$ cat src/core/fpes_pkg.sv
// Purpose: shared constants and types of the floating-point exception status logic
// Assumes: one 125 MHz clock, classic Wishbone register access
// Notes:   status image uses bit 31 for the first printed field, counting downward
package fpes_pkg;

  //////////////////////////////////////////////////////////////////////////////
  // wishbone register offsets
  localparam logic [7:0] ADR_STATUS   = 8'h00;
  localparam logic [7:0] ADR_SETBITS  = 8'h04;
  localparam logic [7:0] ADR_MSTATE   = 8'h08;
  localparam logic [7:0] ADR_IRQ_STAT = 8'h0C;
  localparam logic [7:0] ADR_IRQ_CLR  = 8'h10;
  localparam logic [7:0] ADR_IRQ_EN   = 8'h14;
  localparam logic [7:0] ADR_LAST     = 8'h18;

  //////////////////////////////////////////////////////////////////////////////
  // status image field positions
  localparam int POS_FX   = 31;
  localparam int POS_FEX  = 30;
  localparam int POS_VX   = 29;
  localparam int POS_OX   = 28;
  localparam int POS_UX   = 27;
  localparam int POS_ZX   = 26;
  localparam int POS_XX   = 25;
  localparam int POS_SNAN = 24;
  localparam int POS_ISI  = 23;
  localparam int POS_IDI  = 22;
  localparam int POS_ZDZ  = 21;
  localparam int POS_IMZ  = 20;
  localparam int POS_VC   = 19;
  localparam int POS_CLS  = 12;
  localparam int POS_SOFT = 10;
  localparam int POS_SQRT = 9;
  localparam int POS_CVI  = 8;
  localparam int POS_VE   = 7;
  localparam int POS_OE   = 6;
  localparam int POS_UE   = 5;
  localparam int POS_ZE   = 4;
  localparam int POS_XE   = 3;

  // index of each invalid sub-condition in the invalid vector
  localparam int INV_SNAN = 8;
  localparam int INV_ISI  = 7;
  localparam int INV_IDI  = 6;
  localparam int INV_ZDZ  = 5;
  localparam int INV_IMZ  = 4;
  localparam int INV_VC   = 3;
  localparam int INV_SOFT = 2;
  localparam int INV_SQRT = 1;
  localparam int INV_CVI  = 0;

  // interrupt event bits
  localparam int EV_PROG  = 0;
  localparam int EV_SUPP  = 1;
  localparam int EV_ILL   = 2;
  localparam int EV_WIDTH = 3;

  //////////////////////////////////////////////////////////////////////////////
  // reset values
  localparam logic [31:0]         STATUS_RST = 32'h0000_0000;
  localparam logic [1:0]          MSTATE_RST = 2'h0;
  localparam logic [EV_WIDTH-1:0] IRQ_EN_RST = 3'h0;

  //////////////////////////////////////////////////////////////////////////////
  // result class codes
  localparam logic [4:0] CODE_QNAN  = 5'h11;
  localparam logic [4:0] CODE_NINF  = 5'h09;
  localparam logic [4:0] CODE_NNORM = 5'h08;
  localparam logic [4:0] CODE_NDEN  = 5'h18;
  localparam logic [4:0] CODE_NZERO = 5'h12;
  localparam logic [4:0] CODE_PZERO = 5'h02;
  localparam logic [4:0] CODE_PDEN  = 5'h14;
  localparam logic [4:0] CODE_PNORM = 5'h04;
  localparam logic [4:0] CODE_PINF  = 5'h05;

  //////////////////////////////////////////////////////////////////////////////
  // types
  typedef enum logic [3:0] {
    CLS_QNAN, CLS_NINF, CLS_NNORM, CLS_NDEN, CLS_NZERO,
    CLS_PZERO, CLS_PDEN, CLS_PNORM, CLS_PINF
  } fpes_class_t;

  typedef enum logic [1:0] {
    KIND_OTHER, KIND_MULADD, KIND_CMP_ORD, KIND_CVT_INT
  } fpes_kind_t;

  typedef enum logic [1:0] {
    MODE_IGNORE     = 2'b00,
    MODE_IMP_NONREC = 2'b01,
    MODE_IMP_REC    = 2'b10,
    MODE_PRECISE    = 2'b11
  } fpes_mode_t;

  typedef struct packed {
    logic [8:0] inv;
    logic       zx;
    logic       ox;
    logic       ux;
    logic       xx;
  } fpes_cond_t;

  typedef struct packed {
    logic        valid;
    fpes_kind_t  kind;
    fpes_class_t cls;
    fpes_cond_t  cond;
  } fpes_cmpl_t;

  // trap_sel order: invalid, overflow, underflow, zero divide, inexact
  typedef struct packed {
    logic       done;
    logic       write_dest;
    logic       suppress;
    logic       default_result;
    logic [4:0] trap_sel;
    logic       prog_exc;
    logic       illegal;
  } fpes_resp_t;

endpackage : fpes_pkg

$ cat src/core/fpes_class_enc.sv
// Purpose: result class to five-bit class field code
// Assumes: combinational, caller registers the code
// Notes:   illegal enum codes give zero
`timescale 1ns/100ps
`default_nettype none
module fpes_class_enc
  import fpes_pkg::*;
(
  // class in
  input  wire fpes_pkg::fpes_class_t cls,
  // code out
  output logic [4:0]                 code
);

  always_comb begin
    unique case (cls)
      CLS_QNAN:  code = CODE_QNAN;
      CLS_NINF:  code = CODE_NINF;
      CLS_NNORM: code = CODE_NNORM;
      CLS_NDEN:  code = CODE_NDEN;
      CLS_NZERO: code = CODE_NZERO;
      CLS_PZERO: code = CODE_PZERO;
      CLS_PDEN:  code = CODE_PDEN;
      CLS_PNORM: code = CODE_PNORM;
      CLS_PINF:  code = CODE_PINF;
      default:   code = 5'h00;
    endcase
  end

endmodule : fpes_class_enc
`default_nettype wire

$ cat src/core/fpes_combo_chk.sv
// Purpose: flags condition sets that one instruction may not raise together
// Assumes: combinational on the completion record
// Notes:   high output means an illegal combination
`timescale 1ns/100ps
`default_nettype none
module fpes_combo_chk
  import fpes_pkg::*;
(
  // completion in
  input  wire fpes_pkg::fpes_cond_t cond,
  input  wire fpes_pkg::fpes_kind_t kind,
  // verdict
  output logic                      illegal
);

  logic [8:0] inv_others;
  logic [4:0] cats;
  logic       cat_ok;
  logic       inv_ok;

  always_comb begin
    inv_others           = cond.inv;
    inv_others[INV_SNAN] = 1'b0;
    cats                 = {|cond.inv, cond.zx, cond.ox, cond.ux, cond.xx};
    cat_ok = $onehot0(cats) || cats == 5'b00101 || cats == 5'b00011;
    inv_ok = $onehot0(cond.inv)
          || (cond.inv[INV_SNAN] && inv_others == 9'h010 && kind == KIND_MULADD)
          || (cond.inv[INV_SNAN] && inv_others == 9'h008 && kind == KIND_CMP_ORD)
          || (cond.inv[INV_SNAN] && inv_others == 9'h001 && kind == KIND_CVT_INT);
    illegal = !(cat_ok && inv_ok);
  end

endmodule : fpes_combo_chk
`default_nettype wire

$ cat src/core/fpes_core.sv
// Purpose: floating-point exception status logic with Wishbone register access
// Assumes: completion records come from logic on mclk, one per cycle at most
// Notes:   registered answer one cycle after each completion
//
// Functional notes
// - encode result class into five-bit field
// - invalid sets summary and matching sticky sub-bit
// - divide-by-zero sets zero-divide sticky bit
// - overflow, underflow, inexact set their sticky bits
// - no enabled condition delivers default result
// - instruction raising any bit 0-to-1 sets summary
// - software setting condition bit sets summary
// - enabled summary when set bit is enabled
// - program exception needs summary and trap mode
// - destination writing ignores trap-mode bits
// - only inexact pairs with overflow or underflow
// - signaling-operand pairs only with listed invalid bits
// - enabled invalid or zero-divide suppresses writing
// - all other conditions write the destination
// - enable selects trap-enabled or default result
// - handler only for enabled, non-ignore mode
// - decode trap-mode bits into four modes
//
// Design decisions made here: the register addresses and the Wishbone interface to the registers.
`timescale 1ns/100ps
`default_nettype none
module fpes_core
  import fpes_pkg::*;
(
  // clock, reset, enable
  input  wire logic                  mclk,
  input  wire logic                  resetn,
  input  wire logic                  ce,
  // wishbone slave
  input  wire logic                  wb_cyc_i,
  input  wire logic                  wb_stb_i,
  input  wire logic                  wb_we_i,
  input  wire logic [7:0]            wb_adr_i,
  input  wire logic [3:0]            wb_sel_i,
  input  wire logic [31:0]           wb_dat_i,
  output logic      [31:0]           wb_dat_o,
  output logic                       wb_ack_o,
  // execution pipeline
  input  wire fpes_pkg::fpes_cmpl_t  cmpl,
  output fpes_pkg::fpes_resp_t       resp,
  output logic [4:0]                 result_class_field,
  // exception dispatch
  output fpes_pkg::fpes_mode_t       trap_mode,
  output logic                       irq
);

  //////////////////////////////////////////////////////////////////////////////
  // state
  logic [8:0]          inv_sticky;
  logic                overflow_sticky;
  logic                underflow_sticky;
  logic                zero_divide_sticky;
  logic                inexact_sticky;
  logic                exception_summary;
  logic [4:0]          enables;
  logic                trap_mode_bit_a;
  logic                trap_mode_bit_b;
  logic [EV_WIDTH-1:0] irq_stat;
  logic [EV_WIDTH-1:0] irq_en;

  logic [31:0]         cur_img;
  logic [31:0]         base_img;
  logic [31:0]         wr_mask;
  logic                bus_req;
  logic                bus_wr;
  logic                sw_wr;
  logic [12:0]         cur_exc;
  logic [12:0]         base_exc;
  logic [12:0]         hw_exc;
  logic [12:0]         next_exc;
  logic                next_fx;
  logic                next_fex;
  logic                invalid_op_summary;
  logic                enabled_exception_summary;
  logic [4:0]          class_code;
  logic                combo_illegal;
  logic                next_suppress;
  logic [4:0]          next_trap_sel;
  logic                next_prog;
  logic [EV_WIDTH-1:0] events;
  logic [31:0]         rd_data;

  //////////////////////////////////////////////////////////////////////////////
  // helpers
  function automatic logic [12:0] img_exc(input logic [31:0] img);
    img_exc = {img[POS_SNAN], img[POS_ISI], img[POS_IDI], img[POS_ZDZ], img[POS_IMZ],
               img[POS_VC], img[POS_SOFT], img[POS_SQRT], img[POS_CVI],
               img[POS_ZX], img[POS_OX], img[POS_UX], img[POS_XX]};
  endfunction : img_exc

  function automatic logic [4:0] img_en(input logic [31:0] img);
    img_en = {img[POS_VE], img[POS_OE], img[POS_UE], img[POS_ZE], img[POS_XE]};
  endfunction : img_en

  // per-category view of the exception vector, same order as enables
  function automatic logic [4:0] exc_cats(input logic [12:0] exc);
    exc_cats = {|exc[12:4], exc[2], exc[1], exc[3], exc[0]};
  endfunction : exc_cats

  //////////////////////////////////////////////////////////////////////////////
  // submodules
  fpes_class_enc u_class_enc (
    .cls  (cmpl.cls),
    .code (class_code)
  );

  fpes_combo_chk u_combo_chk (
    .cond    (cmpl.cond),
    .kind    (cmpl.kind),
    .illegal (combo_illegal)
  );

  //////////////////////////////////////////////////////////////////////////////
  // status image
  assign cur_exc = {inv_sticky, zero_divide_sticky, overflow_sticky,
                    underflow_sticky, inexact_sticky};
  assign invalid_op_summary        = |inv_sticky;
  assign enabled_exception_summary = |(exc_cats(cur_exc) & enables);

  always_comb begin
    cur_img                = STATUS_RST;
    cur_img[POS_FX]        = exception_summary;
    cur_img[POS_FEX]       = enabled_exception_summary;
    cur_img[POS_VX]        = invalid_op_summary;
    cur_img[POS_OX]        = overflow_sticky;
    cur_img[POS_UX]        = underflow_sticky;
    cur_img[POS_ZX]        = zero_divide_sticky;
    cur_img[POS_XX]        = inexact_sticky;
    cur_img[POS_SNAN]      = inv_sticky[INV_SNAN];
    cur_img[POS_ISI]       = inv_sticky[INV_ISI];
    cur_img[POS_IDI]       = inv_sticky[INV_IDI];
    cur_img[POS_ZDZ]       = inv_sticky[INV_ZDZ];
    cur_img[POS_IMZ]       = inv_sticky[INV_IMZ];
    cur_img[POS_VC]        = inv_sticky[INV_VC];
    cur_img[POS_SOFT]      = inv_sticky[INV_SOFT];
    cur_img[POS_SQRT]      = inv_sticky[INV_SQRT];
    cur_img[POS_CVI]       = inv_sticky[INV_CVI];
    cur_img[POS_CLS+:5]    = result_class_field;
    cur_img[POS_VE]        = enables[4];
    cur_img[POS_OE]        = enables[3];
    cur_img[POS_UE]        = enables[2];
    cur_img[POS_ZE]        = enables[1];
    cur_img[POS_XE]        = enables[0];
  end

  //////////////////////////////////////////////////////////////////////////////
  // wishbone decode
  assign bus_req = wb_cyc_i && wb_stb_i;
  assign bus_wr  = bus_req && wb_we_i && wb_ack_o;
  assign sw_wr   = bus_wr && (wb_adr_i == ADR_STATUS || wb_adr_i == ADR_SETBITS);
  assign wr_mask = {{8{wb_sel_i[3]}}, {8{wb_sel_i[2]}}, {8{wb_sel_i[1]}}, {8{wb_sel_i[0]}}};

  always_comb begin
    if (sw_wr && wb_adr_i == ADR_STATUS) begin
      base_img = (cur_img & ~wr_mask) | (wb_dat_i & wr_mask);
    end else if (sw_wr) begin
      base_img = cur_img | (wb_dat_i & wr_mask);
    end else begin
      base_img = cur_img;
    end
  end

  always_ff @(posedge mclk) begin
    if (!resetn) begin
      wb_ack_o <= 1'b0;
    end else if (ce) begin
      wb_ack_o <= bus_req && !wb_ack_o;
    end
  end

  always_comb begin
    unique case (wb_adr_i)
      ADR_STATUS:   rd_data = cur_img;
      ADR_MSTATE:   rd_data = {30'h0000_0000, trap_mode_bit_a, trap_mode_bit_b};
      ADR_IRQ_STAT: rd_data = {29'h0000_0000, irq_stat};
      ADR_IRQ_EN:   rd_data = {29'h0000_0000, irq_en};
      ADR_LAST:     rd_data = {21'h00_0000, resp};
      default:      rd_data = 32'h0000_0000;
    endcase
  end

  always_ff @(posedge mclk) begin
    if (!resetn) begin
      wb_dat_o <= 32'h0000_0000;
    end else if (ce && bus_req && !wb_ack_o) begin
      wb_dat_o <= wb_we_i ? 32'h0000_0000 : rd_data;
    end
  end

  //////////////////////////////////////////////////////////////////////////////
  // sticky condition update
  assign base_exc = img_exc(base_img);
  assign hw_exc   = cmpl.valid ? cmpl.cond : 13'h0000;
  assign next_exc = base_exc | hw_exc;

  always_comb begin
    next_fx = base_img[POS_FX];
    if (|(hw_exc & ~base_exc)) begin
      next_fx = 1'b1;
    end
    if (sw_wr && |(base_exc & ~cur_exc)) begin
      next_fx = 1'b1;
    end
  end

  assign next_fex = |(exc_cats(next_exc) & img_en(base_img));

  always_ff @(posedge mclk) begin
    if (!resetn) begin
      inv_sticky         <= 9'h000;
      zero_divide_sticky <= 1'b0;
      overflow_sticky    <= 1'b0;
      underflow_sticky   <= 1'b0;
      inexact_sticky     <= 1'b0;
      exception_summary  <= 1'b0;
    end else if (ce) begin
      {inv_sticky, zero_divide_sticky, overflow_sticky,
       underflow_sticky, inexact_sticky} <= next_exc;
      exception_summary <= next_fx;
    end
  end

  always_ff @(posedge mclk) begin
    if (!resetn) begin
      enables <= 5'h00;
    end else if (ce && sw_wr) begin
      enables <= img_en(base_img);
    end
  end

  always_ff @(posedge mclk) begin
    if (!resetn) begin
      result_class_field <= STATUS_RST[POS_CLS+:5];
    end else if (ce && cmpl.valid && !next_suppress) begin
      result_class_field <= class_code;
    end else if (ce && sw_wr) begin
      result_class_field <= base_img[POS_CLS+:5];
    end
  end

  //////////////////////////////////////////////////////////////////////////////
  // trap mode
  always_ff @(posedge mclk) begin
    if (!resetn) begin
      {trap_mode_bit_a, trap_mode_bit_b} <= MSTATE_RST;
    end else if (ce && bus_wr && wb_adr_i == ADR_MSTATE && wb_sel_i[0]) begin
      {trap_mode_bit_a, trap_mode_bit_b} <= wb_dat_i[1:0];
    end
  end

  assign trap_mode = fpes_mode_t'({trap_mode_bit_a, trap_mode_bit_b});

  //////////////////////////////////////////////////////////////////////////////
  // completion answer
  always_comb begin
    next_trap_sel = exc_cats(hw_exc) & enables;
    next_suppress = cmpl.valid && (next_trap_sel[4] || next_trap_sel[1]);
    next_prog     = cmpl.valid && next_fx && next_fex
                 && trap_mode != MODE_IGNORE;
  end

  always_ff @(posedge mclk) begin
    if (!resetn) begin
      resp <= '0;
    end else if (ce) begin
      resp.done           <= cmpl.valid;
      resp.suppress       <= next_suppress;
      resp.write_dest     <= cmpl.valid && !next_suppress;
      resp.default_result <= cmpl.valid && |hw_exc && next_trap_sel == 5'h00;
      resp.trap_sel       <= cmpl.valid ? next_trap_sel : 5'h00;
      resp.prog_exc       <= next_prog;
      resp.illegal        <= cmpl.valid && combo_illegal;
    end
  end

  //////////////////////////////////////////////////////////////////////////////
  // interrupts
  assign events[EV_PROG] = next_prog;
  assign events[EV_SUPP] = next_suppress;
  assign events[EV_ILL]  = cmpl.valid && combo_illegal;

  always_ff @(posedge mclk) begin
    if (!resetn) begin
      irq_stat <= '0;
    end else if (ce && bus_wr && wb_adr_i == ADR_IRQ_CLR && wb_sel_i[0]) begin
      irq_stat <= (irq_stat & ~wb_dat_i[EV_WIDTH-1:0]) | events;
    end else if (ce) begin
      irq_stat <= irq_stat | events;
    end
  end

  always_ff @(posedge mclk) begin
    if (!resetn) begin
      irq_en <= IRQ_EN_RST;
    end else if (ce && bus_wr && wb_adr_i == ADR_IRQ_EN && wb_sel_i[0]) begin
      irq_en <= wb_dat_i[EV_WIDTH-1:0];
    end
  end

  assign irq = |(irq_stat & irq_en);

endmodule : fpes_core
`default_nettype wire

$ cat config.mk
export PLATFORM = sky130hd
export DESIGN_NAME = fpes_core
export DESIGN_NICKNAME = d
export VERILOG_FILES = /design/src/core/fpes_pkg.sv /design/src/core/fpes_class_enc.sv /design/src/core/fpes_combo_chk.sv /design/src/core/fpes_core.sv
export SDC_FILE = /design/constraint.sdc
export NUM_CORES = 1
export LEC_CHECK = 0
export ABC_AREA = 1
export BUFFER_PORTS_ARGS = -buffer_cell sky130_fd_sc_hd__buf_4
export CORE_MARGIN = 5
export CORE_UTILIZATION = 24
export CTS_BUF_LIST = sky130_fd_sc_hd__clkbuf_2 sky130_fd_sc_hd__clkbuf_4 sky130_fd_sc_hd__clkbuf_8
export DETAILED_ROUTE_END_ITERATION = 7
export RECOVER_POWER = 100
export SLEW_MARGIN = 25
export SYNTH_ARGS = -nofsm -noshare
export SYNTH_HDL_FRONTEND = slang
export SYNTH_HIERARCHICAL = 1
export SYNTH_SLANG_ARGS = --single-unit
$ cat constraint.sdc
create_clock -name mclk -period 3.1 [get_ports mclk]
set_clock_uncertainty 0.05 [all_clocks]
set_input_delay 0.155 -clock mclk [delete_from_list [all_inputs] [get_ports mclk]]
set_output_delay 0.155 -clock mclk [all_outputs]
set_load 0.02 [all_outputs]
* Word level (Yosys, flattened, before mapping)
Memory sizes are Yosys's and may differ from the RTL's.
Cells that the tools add are included.
** Storage, ports and cells
- Bits in registers :: 76
- Latch bits :: 0
- Memory bits (writable) :: 0
- Bits in read-only memories :: 80
- Bits of input ports :: 70
- Output and inout port bits :: 52
- Memories :: 1
** Memories
- (no name shown) :: words 16, bits a word 5, read ports 1, clocked after memory_dff 0, wr ports 0, line fpes_class_enc.sv:16 : unique case (cls)
** Operators by class
- $add $sub $neg :: 12
- $mul :: 0
- Divide/modulo/power cells :: 0
- $lt $le $gt $ge :: 2
- Equality and inequality tests :: 14
- Shift-type cells :: 0
- Muxes and demuxes :: 12
- Bitwise gates (word level) :: 18
- Reduce and logical (&&, ||, !) cells :: 61
** Operators by type and width (count)
- 32-bit case mux with 5 select lines :: 1
- 32-bit 2-to-1 mux :: 3
- 32-bit bitwise AND :: 2
- 32-bit OR :: 2
- 13-bit OR reduction :: 3
- 9-bit OR reduction :: 4
- 1-bit logical AND :: 34
- 8-bit by 5-bit equality test with 1-bit output, second input constant :: 4
- 32-bit inverter :: 1
- 13-bit bitwise AND :: 2
- 13-bit inverter :: 2
- 8-bit by 4-bit equality test with 1-bit output, second input constant :: 3
- 5-bit bitwise AND :: 3
- 5-bit 2-to-1 mux :: 3
- 13-bit 2-to-1 mux :: 1
- 13-bit OR :: 1
- 1-bit by 1-bit adder with 2-bit output :: 6
- 4-bit adder :: 3
- 5-bit OR reduction :: 2
- 8-bit by 1-bit equality test with 1-bit output, second input constant :: 1
- 8-bit by 3-bit equality test with 1-bit output, second input constant :: 1
- 8-bit zero test :: 1
- 1-bit logical OR :: 7
- 3-bit bitwise AND :: 2
- 19 further kinds :: 27

* Depth between registers and ports, before layout
Gate-level depths: netlist of run 1.
- Depth in word-level cells :: 17
- Depth in mapped cells :: 16

* By module
Netlist of run 1, hierarchy kept.
** Modules (own cells, without submodules)
- fpes_core :: instances 1, cells an instance 597, area each 4002.6 µm², seq. area each 1461.4 µm²
- fpes_combo_chk :: instances 1, cells an instance 69, area each 534.3 µm², seq. area each 0.0 µm²
- fpes_class_enc :: instances 1, cells an instance 17, area each 83.8 µm², seq. area each 0.0 µm²

* Worst setup path after synthesis of run 1
No wires, ideal clock.
- Kind :: input port to flip-flop
- Start point :: in cmpl[4] (netlist bit)
- End point :: reg irq_stat[2]
- Setup time :: 132 ps
- Arrival :: 2730 ps
- Setup slack :: 188 ps
- Stages on the path :: 13
- Path buffers :: 0
- Path through :: fa_1 > inv_1 > fa_1 > fa_1 > inv_1 > ha_1 > fa_1 > nor2_1 > o211ai_1 > nand2_1 > nand2_1 > nand2_1 > a21oi_1
** On the way
- Cells in the longest elaborated chain, start to end :: 14
- Elaborated cells on any way between the ends :: 31
- Those cells by class :: add/sub: 5; order compare: 2; eq/ne: 5; mux: 2; bitwise: 2; reduce/logical: 15
** RTL lines
- start, declared :: line fpes_core.sv:44 : input wire fpes_pkg::fpes_cmpl_t cmpl,
- 1-bit by 1-bit adder with 2-bit output (implied by the code) :: line fpes_combo_chk.sv:26 : inv_ok = $onehot0(cond.inv)
- 4-bit adder (implied by the code) (2 in a row) :: line fpes_combo_chk.sv:26
- 4-bit by 1-bit adder with 4-bit output (implied by the code) :: line fpes_combo_chk.sv:26
- 4-bit by 1-bit less-or-equal comparator with 1-bit output (implied by the code) :: line fpes_combo_chk.sv:26
- 1-bit logical OR :: line fpes_combo_chk.sv:27 : || (cond.inv[INV_SNAN] && inv_others == 9'h010 && kind == KIND_MULADD)
- 1-bit logical OR :: line fpes_combo_chk.sv:28 : || (cond.inv[INV_SNAN] && inv_others == 9'h008 && kind == KIND_CMP_ORD)
- 1-bit logical OR :: line fpes_combo_chk.sv:29 : || (cond.inv[INV_SNAN] && inv_others == 9'h001 && kind == KIND_CVT_INT);
- 1-bit logical AND * :: line fpes_combo_chk.sv:30 : illegal = !(cat_ok && inv_ok);
- 1-bit zero test * :: line fpes_combo_chk.sv:30
- net combo_illegal :: line fpes_core.sv:81 : logic combo_illegal;
- 1-bit logical AND * :: line fpes_core.sv:285 : assign events[EV_ILL] = cmpl.valid && combo_illegal;
- 3-bit OR :: line fpes_core.sv:293 : irq_stat <= irq_stat | events;
- 3-bit 2-to-1 mux :: line fpes_core.sv:292 : end else if (ce) begin
- 3-bit 2-to-1 mux * :: line fpes_core.sv:290 : end else if (ce && bus_wr && wb_adr_i == ADR_IRQ_CLR && wb_sel_i[0]) begin
- end signal, assigned :: line fpes_core.sv:291 : irq_stat <= (irq_stat & ~wb_dat_i[EV_WIDTH-1:0]) | events;
- end signal, assigned :: line fpes_core.sv:293
- end, declared :: line fpes_core.sv:63 : logic [EV_WIDTH-1:0] irq_stat;
The timed path passes the listed nets; every way through them passes the cells marked *. The select of a mux whose other input is x is not followed.
A chain may end at the register's enable or synchronous reset.

* Worst setup path after layout of run 1
Same ends and word-level chain as after synthesis.

==> flow_summary_export.csv, run 1 <==
group,metric,value,unit
drt,ant_nets,0,
synth,yosysMostFrequentCell,"nand2_1",
synth,async_flop_share,0,
drt,top_layer_used,"met4",
clock_network,cts_tree,"yes",
cells_and_area,layout.cells.non_filler,1054,
drt,dr.pass1.iters,5,
drt,met2_length,6.98,mm
floorplanning,core,18800,sq um
synth,synth_area_leaders,"dfxtp_1, nand2_1, inv_1",
power,p_leak,2.56,nW
min_path,hold_start,"wb_dat_i[1]",
critical_path,reg2reg_slack,0.67,ns
cells_and_area,diodes,0,
clock_network,cts_setup_buffers,0,
timing,setup_ws,0.305,ns
global_routing,grt_pass1_wl,24.8,mm
power,p_total,2.17,mW
drt,wirelength,15.8,mm
synth,synthCells,683,
clock_network,cts.reportedPaths.clkPinSlew,0.07,ns
critical_path,setup.worst_path.class,"input port to register",
synth,yosysSeqAreaShare,0.316,
synth,netlist_top_cells_count,"nand2_1, inv_1, dfxtp_1",
synth,synth_edf_count,0,
floorplanning,initial_core_util,0.245,
synth,synth_top_area_cell,"dfxtp_1",
global_routing,grt_max_degree,46,
clock_network,clock-sinks,73,
drt,wl_met1,7.41,mm
timing,slew_headroom,0.259,
synth,post-synth-top-area-fraction,0.316,
drt,drc,0,
placement,io_buffers,113,
clock_network,numCtsBuffers,9,
min_path,whs_endpoint,"trap_mode_bit_a$_SDFFE_PN0P_",
timing,hold_viol,0,
clock_network,ctsLongestPathBuffers,2,
global_routing,antenna_found_initial,0,
timing,rsz0062_at_grt,"false",
cells_and_area,utilization,0.301,
power,ir_drop,166,uV
synth,syn_area_per_cell,6.77,sq um
floorplanning,num_io_pins,122,
drt,via_per_inst,4.53,
critical_path,required,3.34,ns
min_path,holdPathStages,3,
critical_path,reg2reg_depth,15,
critical_path,reg2reg_to,"irq_stat[0]$_SDFFE_PN0P_",
clock_network,clkLatencyLatePin,0.36,ns
synth,synth_area,4620,sq um
timing,slew_violations,0,
drt,routed-wl-met3,1.15,mm
clock_network,cts_root_buf,"clkbuf_8",
synth,yosys_warnings,6,
floorplanning,die_area,22100,sq um
critical_path,arrival,3.03,ns
cells_and_area,fill_cells,2155,
critical_path,cp_max_fo,2,
clock_network,htree_levels,3,
timing,tightestPinTransition,1.11,ns
drt,vias,4770,
run,maxCapViolCount,0,
drt,wl_per_cell,15.0,microns
status,status,"complete, no violations",
timing,fmax,0.358,GHz
global_routing,grt_pass1_vias,4601,
synth,ys_types,46,
critical_path,startpoint_type,"input port",
cells_and_area,nNetsFinal,882,
timing,setup_viol,0,
floorplanning,chipHeight,149,microns
min_path,hold_path_class,"input port to register",
placement,pre_cts_ws,-0.0678,ns
cells_and_area,areaGrowthSynthToFinish,22.6,%
timing,holdWs,0.0355,ns
global_routing,overflow,0,
placement,hpwl,12.7,mm
floorplanning,rows,50,
cells_and_area,drive_above_1_share,0.134,
global_routing,track_usage,0.141,
timing,fin_crit,2.79,ns
critical_path,end_kind,"register",
placement,gp_congestion,0.875,
power,p_per_area,384,nW/um^2
synth,synth_seq_cells,73,
placement,dp.cells,1037,
synth,ys.flop_type,"dfxtp_1",
drt,drt_iter0_markers,388,
critical_path,r2r-start,"wb_ack_o$_SDFFE_PN0P_",
floorplanning,die_w,149,microns
timing,fin_crit_sh,0.902,
cell usage in the layout (no fill, tap or decap), drive strengths merged, types with 3 or more instances in the layout:
cell type | netlist | layout
inv | 100 | 100
nor2 | 59 | 59
a21oi | 46 | 46
a211oi | 14 | 14
fa | 7 | 7
buf | 18 | 71
conb | 1 | 3
nand3 | 44 | 44
nand2 | 189 | 189
ha | 16 | 16
nand3b | 7 | 7
a31oi | 5 | 5
dfxtp | 73 | 73
nor3 | 8 | 8
a32o | 4 | 4
clkinv | 2 | 4
nand4 | 26 | 26
clkbuf | 12 | 62
o21ai | 34 | 34
o311ai | 4 | 4
through the flow:
step / instance area, sq um / TNS [ns]
6_report: 5660 / 0
5_1_grt: 5660 / 0
4_1_cts: 5900 / 0
3_5_place_dp: 5690 / -0.106
3_3_place_gp: 5690 / -0.0148
2_1_floorplan: 4630 / 0
critical path: stages:
cell	delay, ns
clkbuf_1	0.10
fa_1	0.53
inv_1	0.05
fa_1	0.45
fa_1	0.51
inv_1	0.04
ha_1	0.20
fa_1	0.36
inv_1	0.08
nor2_1	0.04
nand2_1	0.05
nand2_1	0.05
o211ai_1	0.08
nand2_1	0.07
nand2_1	0.06
nand2_1	0.07
a21oi_1	0.13
kinds of logic after synthesis:
kind of cell | share of synthesized area
other cells | 0.000812
simple gates | 0.333
buf+inv | 0.123
fa+ha+maj | 0.0737
compound gates | 0.152
flops | 0.316
registers in the layout, summed over array words and instances (netlist names), 3 cells and up, named ones only:
signal / count
enables: 5
resp: 11
irq_stat: 3
irq_en: 3
wb_dat_o: 29
inv_sticky: 9
layout make-up:
cell class              count  area, sq um  area share
clock buffers              11          145      0.0256
clock inverters             5         55.1     0.00972
inverters                 102          388      0.0685
multi-input cells         480         2550       0.451
flip-flops and latches     73         1460       0.258
well taps                 260          325      0.0574
repair buffers            123          734       0.130
worst max path at each step:
| stage | from | cells past startpoint | slack (ns) | to |
|---|---|---|---|---|
| 2_1_floorplan | cmpl[4] | 13 | 0.19 | irq_stat[2]$_SDFFE_PN0P_ |
| 3_3_place_gp | cmpl[4] | 17 | -0.01 | irq_stat[2]$_SDFFE_PN0P_ |
| 3_5_place_dp | cmpl[4] | 17 | -0.07 | irq_stat[2]$_SDFFE_PN0P_ |
| 4_1_cts | cmpl[4] | 17 | 0.31 | irq_stat[2]$_SDFFE_PN0P_ |
| 5_1_grt | ce | 13 | 0.04 | wb_dat_o[3]$_SDFFE_PN0P_ |
| 6_report | cmpl[4] | 17 | 0.31 | irq_stat[2]$_SDFFE_PN0P_ |
per-layer routing:
metal,vias up,global-route usage
met1,2162,0.191
met2,146,0.220
met3,20,0.0359
met4,0,0.0444
li1,2442,-
met5,-,0
timing repair:
action	CTS	global route
hold buffers	1	0
hold endpoints to repair	1	0
gates resized for setup	0	0
report_power, final:
| part | switching, mW | leakage [nW] | internal, mW |
|---|---|---|---|
| logic | 0.248 | 1.87 | 0.163 |
| clock network | 0.374 | 0.0987 | 0.400 |
| registers | 0.0258 | 0.594 | 0.963 |
| total | 0.647 | 2.56 | 1.53 |
No activity file was read; power rests on OpenSTA's default activity.
==> run 2: changes to the inputs <==
Settings changed: CORE_ASPECT_RATIO set to 2.
==> run 2 against run 1 <==
  * The run now ends with capacitance limit, slew limit left
  * Largest power group unchanged
  * Final cell count is 0.66% lower
  * Worst setup slack worse by 0.062 ns
  * Non-clock buffer count is 2 lower
  * Sequential power hardly changed
  * Die area is 0.76% higher
  * Routed wire length is 7.8% higher
  * Critical path type unchanged
  * Maximum frequency is 2.2% lower
  * Via count is 0.10% higher
  * Cell area is 0.71% lower
  * Utilization is 0.36 points lower
  * Critical path depth is 3 lower
==> flow_summary_export.csv, run 2 (same netlist as run 1, synthesis figures left out) <==
group,metric,value,unit
critical_path,path_common_cell,"fa_1",
clock_network,clock-sinks,73,
critical_path,required,3.21,ns
drt,drt_iter0_markers,248,
critical_path,setup.worst_path.class,"input port to register",
drt,wirelength,17.0,mm
timing,slew_headroom,-0.169,
power,ir_drop,147,uV
critical_path,arrival,2.97,ns
status,status,"finished with violations",
global_routing,grt_max_degree,46,
clock_network,cts_setup_buffers,0,
clock_network,postCtsResizedCells,0,
floorplanning,die_w,108,microns
timing,slew_violations,36,
power,pwr-share-comb,0.190,
status,violations,"capacitance limit, slew limit",
cells_and_area,utilization,0.297,
global_routing,grt_pass1_wl,26.0,mm
min_path,hold_path_class,"input port to register",
cells_and_area,multiInputGateArea,2540,sq um
cells_and_area,drive_above_1_share,0.134,
clock_network,htree_levels,3,
floorplanning,die_area,22300,sq um
drt,drc,0,
run,maxCapViolCount,1,
power,sw_frac_of_total,0.301,
cells_and_area,largest_register_ffs,29,
timing,hold_viol,0,
timing,fin_crit,2.86,ns
timing,setup_viol,0,
cells_and_area,register_area,1460,sq um
critical_path,startpoint_type,"input port",
cells_and_area,areaGrowthSynthToFinish,21.7,%
placement,gp_congestion,0.908,
timing,rsz0062_at_grt,"false",
clock_network,cts_root_buf,"clkbuf_8",
cells_and_area,diodes,0,
drt,wl_per_cell,16.2,microns
clock_network,numCtsBuffers,9,
placement,io_buffers,113,
cells_and_area,top_regs,"wb_dat_o (29), resp (11), inv_sticky (9)",
floorplanning,initial_core_util,0.244,
floorplanning,core,18900,sq um
power,p_leak,2.54,nW
timing,fin_crit_sh,0.922,
global_routing,track_usage,0.153,
power,p_per_area,388,nW/um^2
timing,fmax,0.350,GHz
cells_and_area,fill_cells,2115,
timing,tightestPinTransition,1.75,ns
global_routing,overflow,0,
cells_and_area,nNetsFinal,880,
timing,setup_ws,0.243,ns
drt,vias,4775,
timing,tns,0,ns
cells_and_area,final_cell_mix,"nand2_1, inv_1, dfxtp_1",
critical_path,max_stage_delay,0.54,ns
clock_network,cts_hold_buf,0,
clock_network,cts.reportedPaths.clkPinSlew,0.08,ns
clock_network,cts_tree,"yes",
floorplanning,chipHeight,206,microns
power,pwr-share-clk,0.357,
drt,ant_nets,0,
drt,dr.pass1.iters,4,
cells_and_area,layout_commonest_cell,"nand2_1",
critical_path,end_kind,"register",
cells_and_area,top_register,"wb_dat_o",
power,power.internal,1.53,mW
global_routing,antenna_found_initial,0,
critical_path,cpMaxStageDelayCell,"fa_1",
global_routing,grt_pass1_vias,4865,
critical_path,path_cells,"clkbuf_2 > fa_1 > inv_1 > fa_1 > fa_1 > inv_1 > ha_1 > fa_1 > nor2_1 > o211ai_1 > nand2_1 > nand2_1 > nand2_1 > a21oi_1",
power,seqPwrFrac,0.453,
placement,pre_cts_ws,-0.102,ns
placement,hpwl,13.9,mm
critical_path,cp_max_fo,2,
drt,via_per_inst,4.56,
clock_network,clkLatencyLatePin,0.35,ns
floorplanning,rows,71,
power,power.switching,657,uW
floorplanning,num_io_pins,122,
clock_network,ctsLongestPathBuffers,2,
## run 2: cell types whose count changed in the layout (fill, tap and decap cells not counted)
cell,change
nor3_4,-1
nor2_1,+1
inv_2,+2
dlygate4sd3_1,-1
clkbuf_2,+1
nand3_1,-1
nand3_2,+1
buf_4,-2
nor3_1,+1
inv_1,-2
nor2_4,-1
## run 2: area by class of cell
type / instances / share of cell area
Multi-Input combinational cell: 480 / 0.452
Sequential cell: 73 / 0.260
Timing Repair Buffer: 121 / 0.127
Inverter: 102 / 0.0690
Tap cell: 255 / 0.0567
Clock buffer: 11 / 0.0258
Clock inverter: 5 / 0.00979
## run 2: per-layer routing
layer,routed length (microns),vias up,track usage,part of all wire
met1,5950,2166,0.148,0.35
li1,-,2439,-,-
met4,792,0,0.0826,0.047
met5,0,-,0,0
met2,9560,132,0.302,0.56
met3,706,38,0.0222,0.042
## run 2: critical path, delay by kind of cell
family / cells / cell delay [ns]
buffers and inverters: 3 / 0.19
adders and majority gates: 5 / 2.13
AOI/OAI and AO/OA: 2 / 0.15
and+or+nand+nor: 4 / 0.34
## run 2: power by group through the flow
stage          combinational (mW)  clock (mW)  sequential, mW
4_1_cts                     0.430       0.794           0.989
5_1_grt                     0.468       0.834           0.992
6_report                    0.414       0.779           0.989
2_1_floorplan               0.242           0            1.01
3_3_place_gp                0.424           0            1.01
3_5_place_dp                0.429           0            1.01
## run 2: through the flow
stage	instance area, sq um	total power, mW	std cells	hold slack [ns]
3_5_place_dp	5670	1.44	1031	0.392
4_1_cts	5870	2.21	1047	0.0187
5_1_grt	5620	2.29	1047	0.0241
6_report	5620	2.18	1047	0.0409
3_3_place_gp	5670	1.44	1031	0.388
2_1_floorplan	4630	1.26	685	0.243
## run 2: final timing paths
check,cells past startpoint,slack (ns),endpoint,from
worst max-delay path,14,0.24,irq_stat[2]$_SDFFE_PN0P_,cmpl[4]
worst min-delay path,3,0.04,trap_mode_bit_b$_SDFFE_PN0P_,wb_dat_i[0]
worst max register to register,10,0.34,wb_dat_o[8]$_SDFFE_PN0P_,wb_ack_o$_SDFFE_PN0P_
worst min register to register,2,0.42,wb_dat_o[22]$_SDFFE_PN0P_,wb_dat_o[22]$_SDFFE_PN0P_
==> run 3: changes to the inputs <==
Settings changed: CORE_ASPECT_RATIO 2 to 1.2, CORE_MARGIN 5 to 2, CTS_CLUSTER_SIZE set to 14.
==> run 3 against run 2 <==
  * The run now ends clean
  * First-iteration DRC count up 53%
  * Maximum frequency up 0.68%
  * Worst hold slack worse by 0.010 ns
  * Register-to-register slack better by 0.38 ns
  * Final cell count up 0.19%
  * Combinational power down 3%
  * Via count down 0.44%
  * Clock power up 10%
  * Critical path type unchanged
==> flow_summary_export.csv, run 3 (same netlist as run 1, synthesis figures left out) <==
group,metric,value,unit
floorplanning,num_io_pins,122,
critical_path,cp_max_fo,14,
drt,routed-wl-met3,830,microns
power,power.switching,636,uW
global_routing,antenna_found_initial,0,
drt,drt_iter0_markers,379,
global_routing,track_usage,0.148,
critical_path,max_stage_delay,0.57,ns
power,p_per_area,396,nW/um^2
clock_network,postCtsResizedCells,0,
clock_network,clkLatencyLatePin,0.36,ns
cells_and_area,drive_above_1_share,0.136,
power,seqPwrFrac,0.440,
placement,hpwl,12.1,mm
clock_network,htree_levels,3,
cells_and_area,top_register,"wb_dat_o",
timing,tightestPinTransition,0.681,ns
cells_and_area,layout_commonest_cell,"nand2_1",
power,power.internal,1.61,mW
power,p_leak,2.59,nW
cells_and_area,largest_register_ffs,29,
timing,fmax,0.352,GHz
critical_path,setup.worst_path.class,"input port to register",
cells_and_area,final_cell_mix,"nand2_1, inv_1, dfxtp_1",
placement,gp_congestion,0.891,
floorplanning,die_w,131,microns
floorplanning,core,18900,sq um
critical_path,required,3.34,ns
timing,hold_viol,0,
cells_and_area,nNetsFinal,881,
timing,tns,0,ns
min_path,hold_path_class,"input port to register",
critical_path,path_common_cell,"inv_2",
timing,fin_crit,2.84,ns
clock_network,numCtsBuffers,9,
critical_path,crit_family,"buffers and inverters",
timing,holdWs,0.0308,ns
critical_path,end_kind,"register",
floorplanning,initial_core_util,0.245,
drt,wirelength,15.2,mm
cells_and_area,utilization,0.302,
global_routing,grt_pass1_wl,23.5,mm
clock_network,cts_tree,"yes",
critical_path,path_buf_inv,6,
drt,vias,4754,
placement,io_buffers,113,
drt,ant_nets,0,
timing,fin_crit_sh,0.915,
clock_network,cts.reportedPaths.clkPinSlew,0.08,ns
power,ir_drop,153,uV
status,status,"complete, no violations",
cells_and_area,top_regs,"wb_dat_o (29), resp (11), inv_sticky (9)",
clock_network,ctsLongestPathBuffers,2,
cells_and_area,final_area,5690,sq um
global_routing,grt_max_degree,46,
power,p_total,2.25,mW
timing,setup_viol,0,
global_routing,grt_pass1_vias,4534,
drt,wl_met1,7.00,mm
power,sw_frac_of_total,0.283,
cells_and_area,diodes,0,
timing,slew_headroom,0.544,
placement,placed_area,5670,sq um
drt,dr.pass1.iters,4,
critical_path,startpoint_type,"input port",
clock_network,clock-sinks,73,
global_routing,overflow,0,
drt,wl_per_cell,14.5,microns
power,pwr-share-comb,0.179,
drt,met2_length,7.14,mm
floorplanning,chipHeight,156,microns
critical_path,path_cells,"dlygate4sd3_1 > clkbuf_1 > inv_1 > nor3_1 > inv_2 > nor2_1 > inv_2 > nor3_4 > buf_4 > nand2_1 > a21oi_1",
critical_path,arrival,3.07,ns
floorplanning,die_area,20400,sq um
floorplanning,rows,55,
critical_path,cpMaxStageDelayCell,"nor3_4",
drt,drc,0,
cells_and_area,areaGrowthSynthToFinish,23.1,%
power,pwr-share-clk,0.382,
timing,slew_violations,0,
clock_network,cts_root_buf,"clkbuf_8",
drt,top_layer_used,"met4",
drt,via_per_inst,4.53,
run,maxCapViolCount,0,
timing,rsz0062_at_grt,"false",
==> run 3: timing repair <==
action / 4_1_cts / 5_1_grt
hold endpoints to repair: 1 / 0
setup buffers: 0 / 0
hold buffers: 1 / 0
endpoints found under the setup margin: 0 / 0
==> run 3: layout make-up <==
type                       count  area [sq um]
clock buffer                  11           151
sequential                    73          1460
tap                          256           320
fill                        2152         13200
multi-input combinational    480          2560
timing repair buffer         122           727
clock inverter                 5          77.6
inverter                     102           388
==> run 3: power groups by stage <==
stage	logic, mW	registers [mW]	clock network, mW
finish	0.402	0.989	0.859
global route	0.457	0.993	0.914
CTS	0.416	0.989	0.878
detailed placement	0.413	1.01	0
global placement	0.407	1.01	0
floorplan	0.242	1.01	0
==> run 3: worst paths after layout <==
| path | startpoint | endpoint | slack (ns) | cells after the start |
|---|---|---|---|---|
| worst min register to register | wb_dat_o[25]$_SDFFE_PN0P_ | wb_dat_o[25]$_SDFFE_PN0P_ | 0.42 | 2 |
| worst max-delay path | ce | wb_dat_o[23]$_SDFFE_PN0P_ | 0.26 | 11 |
| worst max register to register | wb_ack_o$_SDFFE_PN0P_ | wb_dat_o[23]$_SDFFE_PN0P_ | 0.72 | 8 |
| worst min-delay path | wb_dat_i[1] | trap_mode_bit_a$_SDFFE_PN0P_ | 0.03 | 3 |
==> run 3: per-layer routing <==
metal	up-vias	global-route usage
met2	126	0.244
met3	16	0.0343
met4	0	0.0496
met1	2174	0.190
li1	2438	-
met5	-	0
==> run 3: through the flow <==
stage	instances	setup WS, ns
2_1_floorplan	685	0.188
6_report	1049	0.262
3_5_place_dp	1032	-0.0731
4_1_cts	1049	0.301
5_1_grt	1049	0.0593
3_3_place_gp	1032	-0.0209
==> run 3: worst register-to-register path, cell delays in order, from the launching register on <==
cell     delay [ns]
dfxtp_1        0.34
nor3_1         0.24
inv_2          0.05
nor2_1         0.43
inv_2          0.18
nor3_4         0.57
buf_4          0.27
nand2_1        0.06
a21oi_1        0.12
